--- config.mk ---
export PLATFORM = sky130hd
export DESIGN_NAME = tws_slave_tx
export DESIGN_NICKNAME = d
export VERILOG_FILES = /design/src/tws_pkg.sv /design/src/tws_slave_tx.sv
export VERILOG_INCLUDE_DIRS = /design/src
export SDC_FILE = /design/constraint.sdc
export NUM_CORES = 1
export LEC_CHECK = 0
export BUFFER_PORTS_ARGS = -buffer_cell sky130_fd_sc_hd__buf_4
export CAP_MARGIN = 40
export CORE_ASPECT_RATIO = 0.9
export CORE_UTILIZATION = 57
export CTS_CLUSTER_SIZE = 40
export DETAILED_ROUTE_END_ITERATION = 8
export GPL_ROUTABILITY_DRIVEN = 0
export PLACE_DENSITY = 0.86
export SLEW_MARGIN = 30
export SYNTH_ARGS = -nofsm -noshare
export SYNTH_HDL_FRONTEND = slang
export SYNTH_SLANG_ARGS = --single-unit
--- constraint.sdc ---
create_clock -name aclk -period 4.9 [get_ports aclk]
set_clock_uncertainty 0.1 [all_clocks]
set_input_delay 0.98 -clock aclk [delete_from_list [all_inputs] [get_ports aclk]]
set_output_delay 0.98 -clock aclk [all_outputs]
set_load 0.1 [all_outputs]
--- src/tws_consts.svh ---
// Register offsets, field positions, reset values, status codes and timing constants
// Functional notes
// RULE1 - Match address against upper seven own-address bits
// RULE2 - Own-address low bit enables general call 0x00
// RULE3 - Software sets enable and ack, clears start/stop
// RULE4 - Read direction bit selects transmit operation
// RULE5 - Address plus direction received sets flag, status
// RULE6 - Lost arbitration then addressed reports 0xB0
// RULE7 - Status 0xA8: load byte, ack enable decides last
// RULE8 - Status 0xB0: load byte, ack enable sets expectation
// RULE9 - Status 0xB8: load next byte, continue or last
// RULE10 - Status 0xC0: NACK, go not addressed after clear
// RULE11 - Start request on 0xC0/0xC8 sends START when free
// RULE12 - Status 0xC8: last byte acknowledged anyway
// RULE13 - Ack enable cleared mid-transfer makes byte last
// RULE14 - After last byte ignore clocks, release data line
// RULE15 - Ack enable zero suppresses own address response
// RULE16 - Deep sleep address match acknowledges, raises wake-up
// RULE17 - Hold clock low after wake match until cleared
// RULE18 - Data register need not hold last bus byte
// RULE19 - Software masks prescaler bits from status
// RULE20 - Flag cleared only by writing one; clear proceeds
// RULE21 - Stretch clock while flag set in addressed transfer
`ifndef TWS_CONSTS_SVH
`define TWS_CONSTS_SVH
`define TWS_OFS_OWN_ADDR 32'h0000_0000
`define TWS_OFS_CTRL 32'h0000_0004
`define TWS_OFS_STATUS 32'h0000_0008
`define TWS_OFS_DATA 32'h0000_000C
`define TWS_OFS_SLEEP 32'h0000_0010
`define TWS_BIT_FLAG 7
`define TWS_BIT_ACK_EN 6
`define TWS_BIT_START 5
`define TWS_BIT_STOP 4
`define TWS_BIT_ENABLE 2
`define TWS_RST_OWN_ADDR 8'h00
`define TWS_RST_CTRL 8'h00
`define TWS_RST_DATA 8'hFF
`define TWS_ST_START_SENT 8'h08
`define TWS_ST_SLA_R_ACK 8'hA8
`define TWS_ST_ARB_SLA_R 8'hB0
`define TWS_ST_DATA_ACK 8'hB8
`define TWS_ST_DATA_NACK 8'hC0
`define TWS_ST_LAST_ACK 8'hC8
`define TWS_ST_NO_INFO 8'hF8
`define TWS_START_HOLD_NS 4000
`define TWS_CLK_MHZ 50
`define TWS_RESP_OKAY 2'b00
`define TWS_RESP_SLVERR 2'b10
`endif

--- src/tws_pkg.sv ---
// Types shared by the two-wire slave transmitter
package tws_pkg;
  typedef enum logic [2:0] {
    TWS_IDLE, TWS_ADDR, TWS_ADDR_ACK, TWS_WAIT, TWS_TX, TWS_TX_ACK,
    TWS_IGNORE, TWS_START_GEN
  } tws_state_t;
  typedef enum logic [2:0] {
    TWS_SEL_OWN, TWS_SEL_CTRL, TWS_SEL_STATUS, TWS_SEL_DATA,
    TWS_SEL_SLEEP, TWS_SEL_NONE
  } tws_sel_t;
endpackage

--- src/tws_slave_tx.sv ---
// Two-wire slave transmitter with AXI4-Lite register access
//
// Implementation choices: the address map and the AXI4-Lite slave port.
`include "tws_consts.svh"
module tws_slave_tx (
  input wire logic aclk,
  input wire logic aresetn,
  input wire logic [31:0] awaddr,
  input wire logic awvalid,
  output logic awready,
  input wire logic [31:0] wdata,
  input wire logic [3:0] wstrb,
  input wire logic wvalid,
  output logic wready,
  output logic [1:0] bresp,
  output logic bvalid,
  input wire logic bready,
  input wire logic [31:0] araddr,
  input wire logic arvalid,
  output logic arready,
  output logic [31:0] rdata,
  output logic [1:0] rresp,
  output logic rvalid,
  input wire logic rready,
  input wire logic arb_lost,
  input wire logic scl_i,
  output logic scl_o,
  output logic scl_oe_n,
  input wire logic sda_i,
  output logic sda_o,
  output logic sda_oe_n,
  output logic wake_up
);
  localparam int HOLD_CYC =
    (`TWS_START_HOLD_NS * `TWS_CLK_MHZ + 999) / 1000;

  function automatic tws_pkg::tws_sel_t reg_sel(input logic [31:0] a);
    case (a)
      `TWS_OFS_OWN_ADDR: reg_sel = tws_pkg::TWS_SEL_OWN;
      `TWS_OFS_CTRL: reg_sel = tws_pkg::TWS_SEL_CTRL;
      `TWS_OFS_STATUS: reg_sel = tws_pkg::TWS_SEL_STATUS;
      `TWS_OFS_DATA: reg_sel = tws_pkg::TWS_SEL_DATA;
      `TWS_OFS_SLEEP: reg_sel = tws_pkg::TWS_SEL_SLEEP;
      default: reg_sel = tws_pkg::TWS_SEL_NONE;
    endcase
  endfunction

  tws_pkg::tws_state_t state;
  logic [7:0] own_slave_address;
  logic [7:0] serial_data_reg;
  logic [7:0] serial_status_reg;
  logic [1:0] prescaler;
  logic interrupt_flag, acknowledge_enable, start_request, stop_request;
  logic interface_enable, sleep_mode;
  logic aw_full, w_full;
  logic [31:0] aw_q, w_q;
  logic strb0_q;
  logic scl_s1, scl_s2, scl_d, sda_s1, sda_s2, sda_d;
  logic bus_busy, arb_pend, ack_seen;
  logic [3:0] bit_cnt;
  logic [7:0] shreg;
  logic [7:0] hold_cnt;

  // Handshakes and bus events
  wire aw_hs = awvalid && awready;
  wire w_hs = wvalid && wready;
  wire ar_hs = arvalid && arready;
  wire wr_fire = aw_full && w_full && !bvalid;
  wire next_aw_full = wr_fire ? 1'b0 : (aw_hs ? 1'b1 : aw_full);
  wire next_w_full = wr_fire ? 1'b0 : (w_hs ? 1'b1 : w_full);
  wire next_rvalid = ar_hs ? 1'b1 : (rready ? 1'b0 : rvalid);
  wire tws_pkg::tws_sel_t wsel = reg_sel(aw_q);
  wire tws_pkg::tws_sel_t rsel = reg_sel(araddr);
  wire wr_lane0 = wr_fire && strb0_q;
  wire wr_ctrl = wr_lane0 && wsel == tws_pkg::TWS_SEL_CTRL;
  wire flag_clear = wr_ctrl && w_q[`TWS_BIT_FLAG];
  wire scl_rise = scl_s2 && !scl_d;
  wire scl_fall = !scl_s2 && scl_d;
  wire start_det = scl_s2 && scl_d && sda_d && !sda_s2;
  wire stop_det = scl_s2 && scl_d && !sda_d && sda_s2;

  // Address decision after the eighth bit
  wire addr_done = state == tws_pkg::TWS_ADDR && bit_cnt == 4'd8 &&
    scl_fall;
  wire own_hit = shreg[7:1] == own_slave_address[7:1] && |shreg[7:1];
  wire gc_hit = shreg[7:1] == 7'h00 && own_slave_address[0]; // see RULE2
  wire addr_match = (own_hit || gc_hit) && shreg[0] && acknowledge_enable;
  wire tx_code = serial_status_reg == `TWS_ST_SLA_R_ACK ||
    serial_status_reg == `TWS_ST_ARB_SLA_R ||
    serial_status_reg == `TWS_ST_DATA_ACK;
  wire ack_done = state == tws_pkg::TWS_TX_ACK && scl_fall;
  wire [7:0] ack_code = !ack_seen ? `TWS_ST_DATA_NACK :
    (acknowledge_enable ? `TWS_ST_DATA_ACK : `TWS_ST_LAST_ACK);
  wire start_done = state == tws_pkg::TWS_START_GEN &&
    hold_cnt == 8'(HOLD_CYC - 1);
  wire addr_set = state == tws_pkg::TWS_ADDR_ACK && scl_fall;
  wire flag_set = addr_set || ack_done || start_done;
  wire [7:0] next_code = addr_set ?
    (arb_pend ? `TWS_ST_ARB_SLA_R : `TWS_ST_SLA_R_ACK) :
    (ack_done ? ack_code : `TWS_ST_START_SENT);
  wire in_transfer = state == tws_pkg::TWS_ADDR ||
    state == tws_pkg::TWS_ADDR_ACK || state == tws_pkg::TWS_TX ||
    state == tws_pkg::TWS_TX_ACK || state == tws_pkg::TWS_IGNORE;
  wire bus_event = in_transfer && (start_det || stop_det);
  wire [7:0] ctrl_rd = {interrupt_flag, acknowledge_enable, start_request,
    stop_request, 1'b0, interface_enable, 2'b00};
  wire [7:0] rd_byte =
    rsel == tws_pkg::TWS_SEL_OWN ? own_slave_address :
    rsel == tws_pkg::TWS_SEL_CTRL ? ctrl_rd :
    rsel == tws_pkg::TWS_SEL_STATUS ?
      {serial_status_reg[7:3], 1'b0, prescaler} :
    rsel == tws_pkg::TWS_SEL_DATA ? serial_data_reg :
    {7'h00, sleep_mode};

  // Bus slave channels
  always_ff @(posedge aclk) begin
    if (!aresetn) begin
      aw_full <= 1'b0;
      w_full <= 1'b0;
      awready <= 1'b0;
      wready <= 1'b0;
      bvalid <= 1'b0;
      bresp <= `TWS_RESP_OKAY;
    end else begin
      aw_full <= next_aw_full;
      w_full <= next_w_full;
      awready <= !next_aw_full;
      wready <= !next_w_full;
      if (wr_fire) begin
        bvalid <= 1'b1;
        bresp <= wsel == tws_pkg::TWS_SEL_NONE ? `TWS_RESP_SLVERR :
          `TWS_RESP_OKAY;
      end else if (bready) begin
        bvalid <= 1'b0;
      end
    end
  end

  always_ff @(posedge aclk) begin
    if (!aresetn) begin
      aw_q <= 32'h0000_0000;
      w_q <= 32'h0000_0000;
      strb0_q <= 1'b0;
    end else begin
      if (aw_hs) begin
        aw_q <= awaddr;
      end
      if (w_hs) begin
        w_q <= wdata;
        strb0_q <= wstrb[0];
      end
    end
  end

  always_ff @(posedge aclk) begin
    if (!aresetn) begin
      arready <= 1'b0;
      rvalid <= 1'b0;
      rdata <= 32'h0000_0000;
      rresp <= `TWS_RESP_OKAY;
    end else begin
      arready <= !next_rvalid;
      rvalid <= next_rvalid;
      if (ar_hs) begin
        rdata <= {24'h00_0000, rd_byte};
        rresp <= rsel == tws_pkg::TWS_SEL_NONE ? `TWS_RESP_SLVERR :
          `TWS_RESP_OKAY;
      end
    end
  end

  // Software registers
  always_ff @(posedge aclk) begin
    if (!aresetn) begin
      own_slave_address <= `TWS_RST_OWN_ADDR;
      serial_data_reg <= `TWS_RST_DATA;
      prescaler <= 2'b00;
      sleep_mode <= 1'b0;
      acknowledge_enable <= 1'b0;
      stop_request <= 1'b0;
      interface_enable <= 1'b0;
    end else if (wr_lane0) begin
      case (wsel)
        tws_pkg::TWS_SEL_OWN: own_slave_address <= w_q[7:0];
        tws_pkg::TWS_SEL_DATA: serial_data_reg <= w_q[7:0]; // see RULE18
        tws_pkg::TWS_SEL_STATUS: prescaler <= w_q[1:0];
        tws_pkg::TWS_SEL_SLEEP: sleep_mode <= w_q[0];
        tws_pkg::TWS_SEL_CTRL: begin
          acknowledge_enable <= w_q[`TWS_BIT_ACK_EN];
          stop_request <= w_q[`TWS_BIT_STOP];
          interface_enable <= w_q[`TWS_BIT_ENABLE];
        end
        default: begin
        end
      endcase
    end
  end

  // Hardware set beats a software clear in the same cycle
  always_ff @(posedge aclk) begin
    if (!aresetn) begin
      interrupt_flag <= 1'b0;
      serial_status_reg <= `TWS_ST_NO_INFO;
    end else if (flag_set) begin
      interrupt_flag <= 1'b1; // see RULE5
      serial_status_reg <= next_code;
    end else if (flag_clear) begin
      interrupt_flag <= 1'b0; // see RULE20
      serial_status_reg <= `TWS_ST_NO_INFO;
    end
  end

  always_ff @(posedge aclk) begin
    if (!aresetn) begin
      start_request <= 1'b0;
    end else if (start_done) begin
      start_request <= 1'b0;
    end else if (wr_ctrl) begin
      start_request <= w_q[`TWS_BIT_START];
    end
  end

  // Pin synchronisers and bus watch
  always_ff @(posedge aclk) begin
    if (!aresetn) begin
      scl_s1 <= 1'b1;
      scl_s2 <= 1'b1;
      scl_d <= 1'b1;
      sda_s1 <= 1'b1;
      sda_s2 <= 1'b1;
      sda_d <= 1'b1;
      bus_busy <= 1'b0;
    end else begin
      scl_s1 <= scl_i;
      scl_s2 <= scl_s1;
      scl_d <= scl_s2;
      sda_s1 <= sda_i;
      sda_s2 <= sda_s1;
      sda_d <= sda_s2;
      if (start_det) begin
        bus_busy <= 1'b1;
      end else if (stop_det) begin
        bus_busy <= 1'b0;
      end
    end
  end

  always_ff @(posedge aclk) begin
    if (!aresetn) begin
      arb_pend <= 1'b0;
      wake_up <= 1'b0;
    end else begin
      if (arb_lost) begin
        arb_pend <= 1'b1;
      end else if (addr_set || stop_det) begin
        arb_pend <= 1'b0; // see RULE6
      end
      wake_up <= addr_done && addr_match && sleep_mode; // see RULE16
    end
  end

  // Bus protocol; sleep matching uses the same sampled bus clock
  always_ff @(posedge aclk) begin
    if (!aresetn) begin
      state <= tws_pkg::TWS_IDLE;
      scl_o <= 1'b0;
      sda_o <= 1'b0;
      scl_oe_n <= 1'b1;
      sda_oe_n <= 1'b1;
      bit_cnt <= 4'h0;
      shreg <= 8'h00;
      ack_seen <= 1'b0;
      hold_cnt <= 8'h00;
    end else if (!interface_enable) begin
      state <= tws_pkg::TWS_IDLE;
      scl_oe_n <= 1'b1;
      sda_oe_n <= 1'b1;
    end else if (bus_event) begin
      state <= start_det ? tws_pkg::TWS_ADDR : tws_pkg::TWS_IDLE;
      bit_cnt <= 4'h0;
      scl_oe_n <= 1'b1;
      sda_oe_n <= 1'b1;
    end else begin
      case (state)
        tws_pkg::TWS_IDLE: begin
          bit_cnt <= 4'h0;
          hold_cnt <= 8'h00;
          if (start_det) begin
            state <= tws_pkg::TWS_ADDR;
          end else if (start_request && !bus_busy) begin
            state <= tws_pkg::TWS_START_GEN; // see RULE11
          end
        end
        tws_pkg::TWS_ADDR: begin
          if (scl_rise) begin
            shreg <= {shreg[6:0], sda_s2};
            bit_cnt <= bit_cnt + 4'h1;
          end
          if (addr_done && addr_match) begin
            sda_oe_n <= 1'b0; // see RULE1
            state <= tws_pkg::TWS_ADDR_ACK; // see RULE4
          end else if (addr_done) begin
            state <= tws_pkg::TWS_IGNORE; // see RULE15
          end
        end
        tws_pkg::TWS_ADDR_ACK: begin
          if (scl_fall) begin
            sda_oe_n <= 1'b1;
            scl_oe_n <= 1'b0; // see RULE17
            state <= tws_pkg::TWS_WAIT;
          end
        end
        tws_pkg::TWS_WAIT: begin
          // Held bus clock makes the master wait for software; see RULE21
          if (flag_clear && tx_code) begin
            shreg <= {serial_data_reg[6:0], 1'b0}; // see RULE7
            sda_oe_n <= serial_data_reg[7]; // see RULE8
            scl_oe_n <= 1'b1;
            bit_cnt <= 4'h0;
            state <= tws_pkg::TWS_TX;
          end else if (flag_clear) begin
            scl_oe_n <= 1'b1;
            state <= tws_pkg::TWS_IDLE; // see RULE10
          end
        end
        tws_pkg::TWS_TX: begin
          if (scl_fall && bit_cnt == 4'd7) begin
            sda_oe_n <= 1'b1;
            state <= tws_pkg::TWS_TX_ACK;
          end else if (scl_fall) begin
            sda_oe_n <= shreg[7];
            shreg <= {shreg[6:0], 1'b0};
            bit_cnt <= bit_cnt + 4'h1;
          end
        end
        tws_pkg::TWS_TX_ACK: begin
          if (scl_rise) begin
            ack_seen <= !sda_s2;
          end
          if (scl_fall) begin
            // Ack enable seen now decides last byte; see RULE13
            scl_oe_n <= ack_code != `TWS_ST_DATA_ACK; // see RULE9
            state <= ack_code == `TWS_ST_DATA_ACK ? tws_pkg::TWS_WAIT :
              tws_pkg::TWS_IGNORE; // see RULE12
          end
        end
        tws_pkg::TWS_IGNORE: begin
          sda_oe_n <= 1'b1; // see RULE14
          if (!interrupt_flag && start_request && !bus_busy) begin
            state <= tws_pkg::TWS_START_GEN;
          end
        end
        tws_pkg::TWS_START_GEN: begin
          sda_oe_n <= 1'b0;
          hold_cnt <= hold_cnt + 8'h01;
          if (start_done) begin
            scl_oe_n <= 1'b0;
            state <= tws_pkg::TWS_WAIT;
          end
        end
        default: state <= tws_pkg::TWS_IDLE;
      endcase
    end
  end
endmodule

==> metrics.md <==
| Metric | Value |
|---|---|
| Tcrit/Tclk final | `0.557` |
| Fin util | `0.725` |
| Outcome | `finished, final reports clean` |
| # clock sinks | `122` |
| Peak supply drop | `0.000279 V` |
| Sequential element share of the synthesized area | `0.419` |
| Commonest non-fill, non-tap cell in the layout | `nand2_1` |
| Vias in the first global route | `5164` |
| DIE WIDTH | `109 um` |
| Commonest cells after routing, fill and taps aside | `nand2_1 (145), dfxtp_1 (122), buf_4 (101)` |
| Yosys top cell by area | `dfxtp_1` |
| Worst-Margin Slew | `768 ps` |
| Unique masters post-synth | `71` |
| Worst setup SP type | `flop` |
| Top_reg_cell synth | `dfxtp_1` |
| Setup crit end kind | `flop` |
| Final hold vios | `0` |
| CTS tree | `done` |
| Iteration count of the initial detailed-routing pass | `5` |
| H-tree depth | `4` |
| Final min period | `2730 ps` |
| Via density | `5.79` |
| R2r startpoint | `state[0]` |
| Synthesized area | `0.00583 mm^2` |
| Number of synthesized register bits | `122` |
| Worst slew margin | `0.487` |
| Max-capacitance violation count | `0` |
| Worst Hold Launch | `sda_s1` |
| Synth area leaders | `dfxtp_1 (42%), nand2_1 (9.3%), a21oi_1 (5.5%)` |
| EDFF count, synth | `0` |
| Share of cells above drive strength 1 | `0.204` |
| TNS Setup | `0 ps` |
| CTS Root Cell | `clkbuf_16` |
| # DRC | `0` |
| Post-synth top area share | `0.419` |
| RSZ-0062 raised after global routing | `no` |
| Critical path class | `flop to flop` |
| Area grow syn2layout | `21.8%` |
| Max FFs per register | `32` |
| Final setup viols | `0` |
| Die H | `97.9 um` |
| IO Port Bufs | `100` |
| Total GRT Usage | `0.291` |
| Max clock buf depth | `2` |
| Die Area | `0.0106 mm^2` |
| Starting density of the core | `0.595` |
| Share of flip-flops with an asynchronous set or reset | `0` |
| Post-CTS Setup Bufs | `0` |
| Dpl hpwl | `10300 um` |
| Synth Area per Inst | `8.25 um^2` |
| Hold buffer count at cts | `0` |
| Hold WS | `302 ps` |
| Biggest register | `aw_q` |
| Yosys warnings | `0` |
| Drt initial violations | `373` |
| Final Slew Violations | `0` |
| Ant. Diodes | `0` |
| Cell Area, Placed | `0.00650 mm^2` |
| Largest net degree at the start of global routing | `44` |
| Synth Instances | `706` |
| Global route total overflow | `0` |
| Pleak | `2.85 nW` |
| WL/cell | `15.9 um` |
| Pwr Density | `360 mW/mm^2` |
| Min-delay worst type | `flop to flop` |
| CP max FO | `24` |
| Worst-path clk slew | `60 ps` |
| # rows | `34` |
| Antenna violations before repair | `0` |
| Global-route wire length before repair | `24200 um` |
| # resized after CTS | `0` |
| IO Pins | `156` |
| Design area | `0.00710 mm^2` |
| Overall routed net length | `14800 um` |
| Critical Path AT | `2940 ps` |
| Achievable Freq | `366 MHz` |
| Routed Antenna Nets | `0` |
| Fill count | `694` |
| Core area | `0.00978 mm^2` |
| Setup crit start | `state[0]` |
| Skew-Pair Late Insertion Delay | `410 ps` |
| Nets | `904` |
| Num CTS Buffers | `17` |
| Vias | `5377` |
| Critical Path RT | `5110 ps` |
-- synth_stat cells, types with 4 or more instances --
library cell / n
o21ai_0: 16
nand3_1: 13
mux2i_1: 27
a31oi_1: 6
clkbuf_1: 26
mux4_2: 4
nor3_1: 14
buf_4: 29
xor2_1: 11
dfxtp_1: 122
and3_1: 4
inv_1: 9
nand2b_1: 14
a311oi_1: 6
a21oi_1: 64
buf_2: 4
nor2b_1: 7
nor4_1: 14
nor2_1: 66
nor2_2: 4
a2bb2oi_1: 4
o21bai_1: 5
buf_1: 5
nand2_1: 145
nand4_1: 11
-- final cells by class --
cell class,count,area [um^2],area share
Sequential cell,122,2440,0.344
Inverter,10,37.5,0.00529
Clock buffer,18,439,0.0619
Timing Repair Buffer,105,803,0.113
Tap cell,126,158,0.0222
Multi-Input combinational cell,535,3070,0.433
Clock inverter,13,146,0.0206
-- worst paths after layout --
check	end	slack [ps]	cells past startpoint
hold / removal	sda_s2	300	1
setup / recovery	shreg[3]	2170	5
setup reg to reg	shreg[3]	2170	5
hold reg to reg	sda_s2	300	1
-- metrics by stage --
| stage | power, mW | setup WS [ps] | std cells |
|---|---|---|---|
| final | 2.55 | 2170 | 929 |
| after global routing | 2.63 | 2010 | 929 |
| after global placement | 1.34 | 2150 | 894 |
| after CTS | 2.56 | 2190 | 928 |
| after floorplan | 1.28 | 2400 | 733 |
| after detailed placement | 1.34 | 2100 | 897 |
-- cell families (layout without fill, tap and decap cells) --
family                   Yosys count  after routing  synth area share
XOR/XNOR                          13             13            0.0195
AND/OR/NAND/NOR                  323            323             0.269
buffers and inverters             76            146            0.0711
other                              1             28          0.000644
AO/OA/AOI/OAI                    134            134             0.146
adder cells (fa/ha/maj)            3              3           0.00644
flip-flops                       122            122             0.419
multiplexers                      34             34            0.0677
-- routing by layer --
| metal | GRT usage | routed length (um) | up-vias |
|---|---|---|---|
| li1 | - | - | 2571 |
| met1 | 0.357 | 6020 | 2478 |
| met2 | 0.476 | 7150 | 276 |
| met3 | 0.0654 | 1140 | 52 |
| met4 | 0.154 | 503 | 0 |
| met5 | 0 | 0 | - |
-- worst max-delay path, stage by stage (launching register included) --
cell      delay, ps
dfxtp_1         820
o21ai_0         390
o22a_1          330
a211oi_4        610
nor2_1           90
a311oi_1        290
-- where the power goes --
| group | internal [mW] | total, mW | switching [mW] |
|---|---|---|---|
| registers | 1.02 | 1.04 | 0.0186 |
| logic | 0.0831 | 0.289 | 0.206 |
| clock network | 0.762 | 1.23 | 0.466 |
No activity file was read; power rests on OpenSTA's default activity.
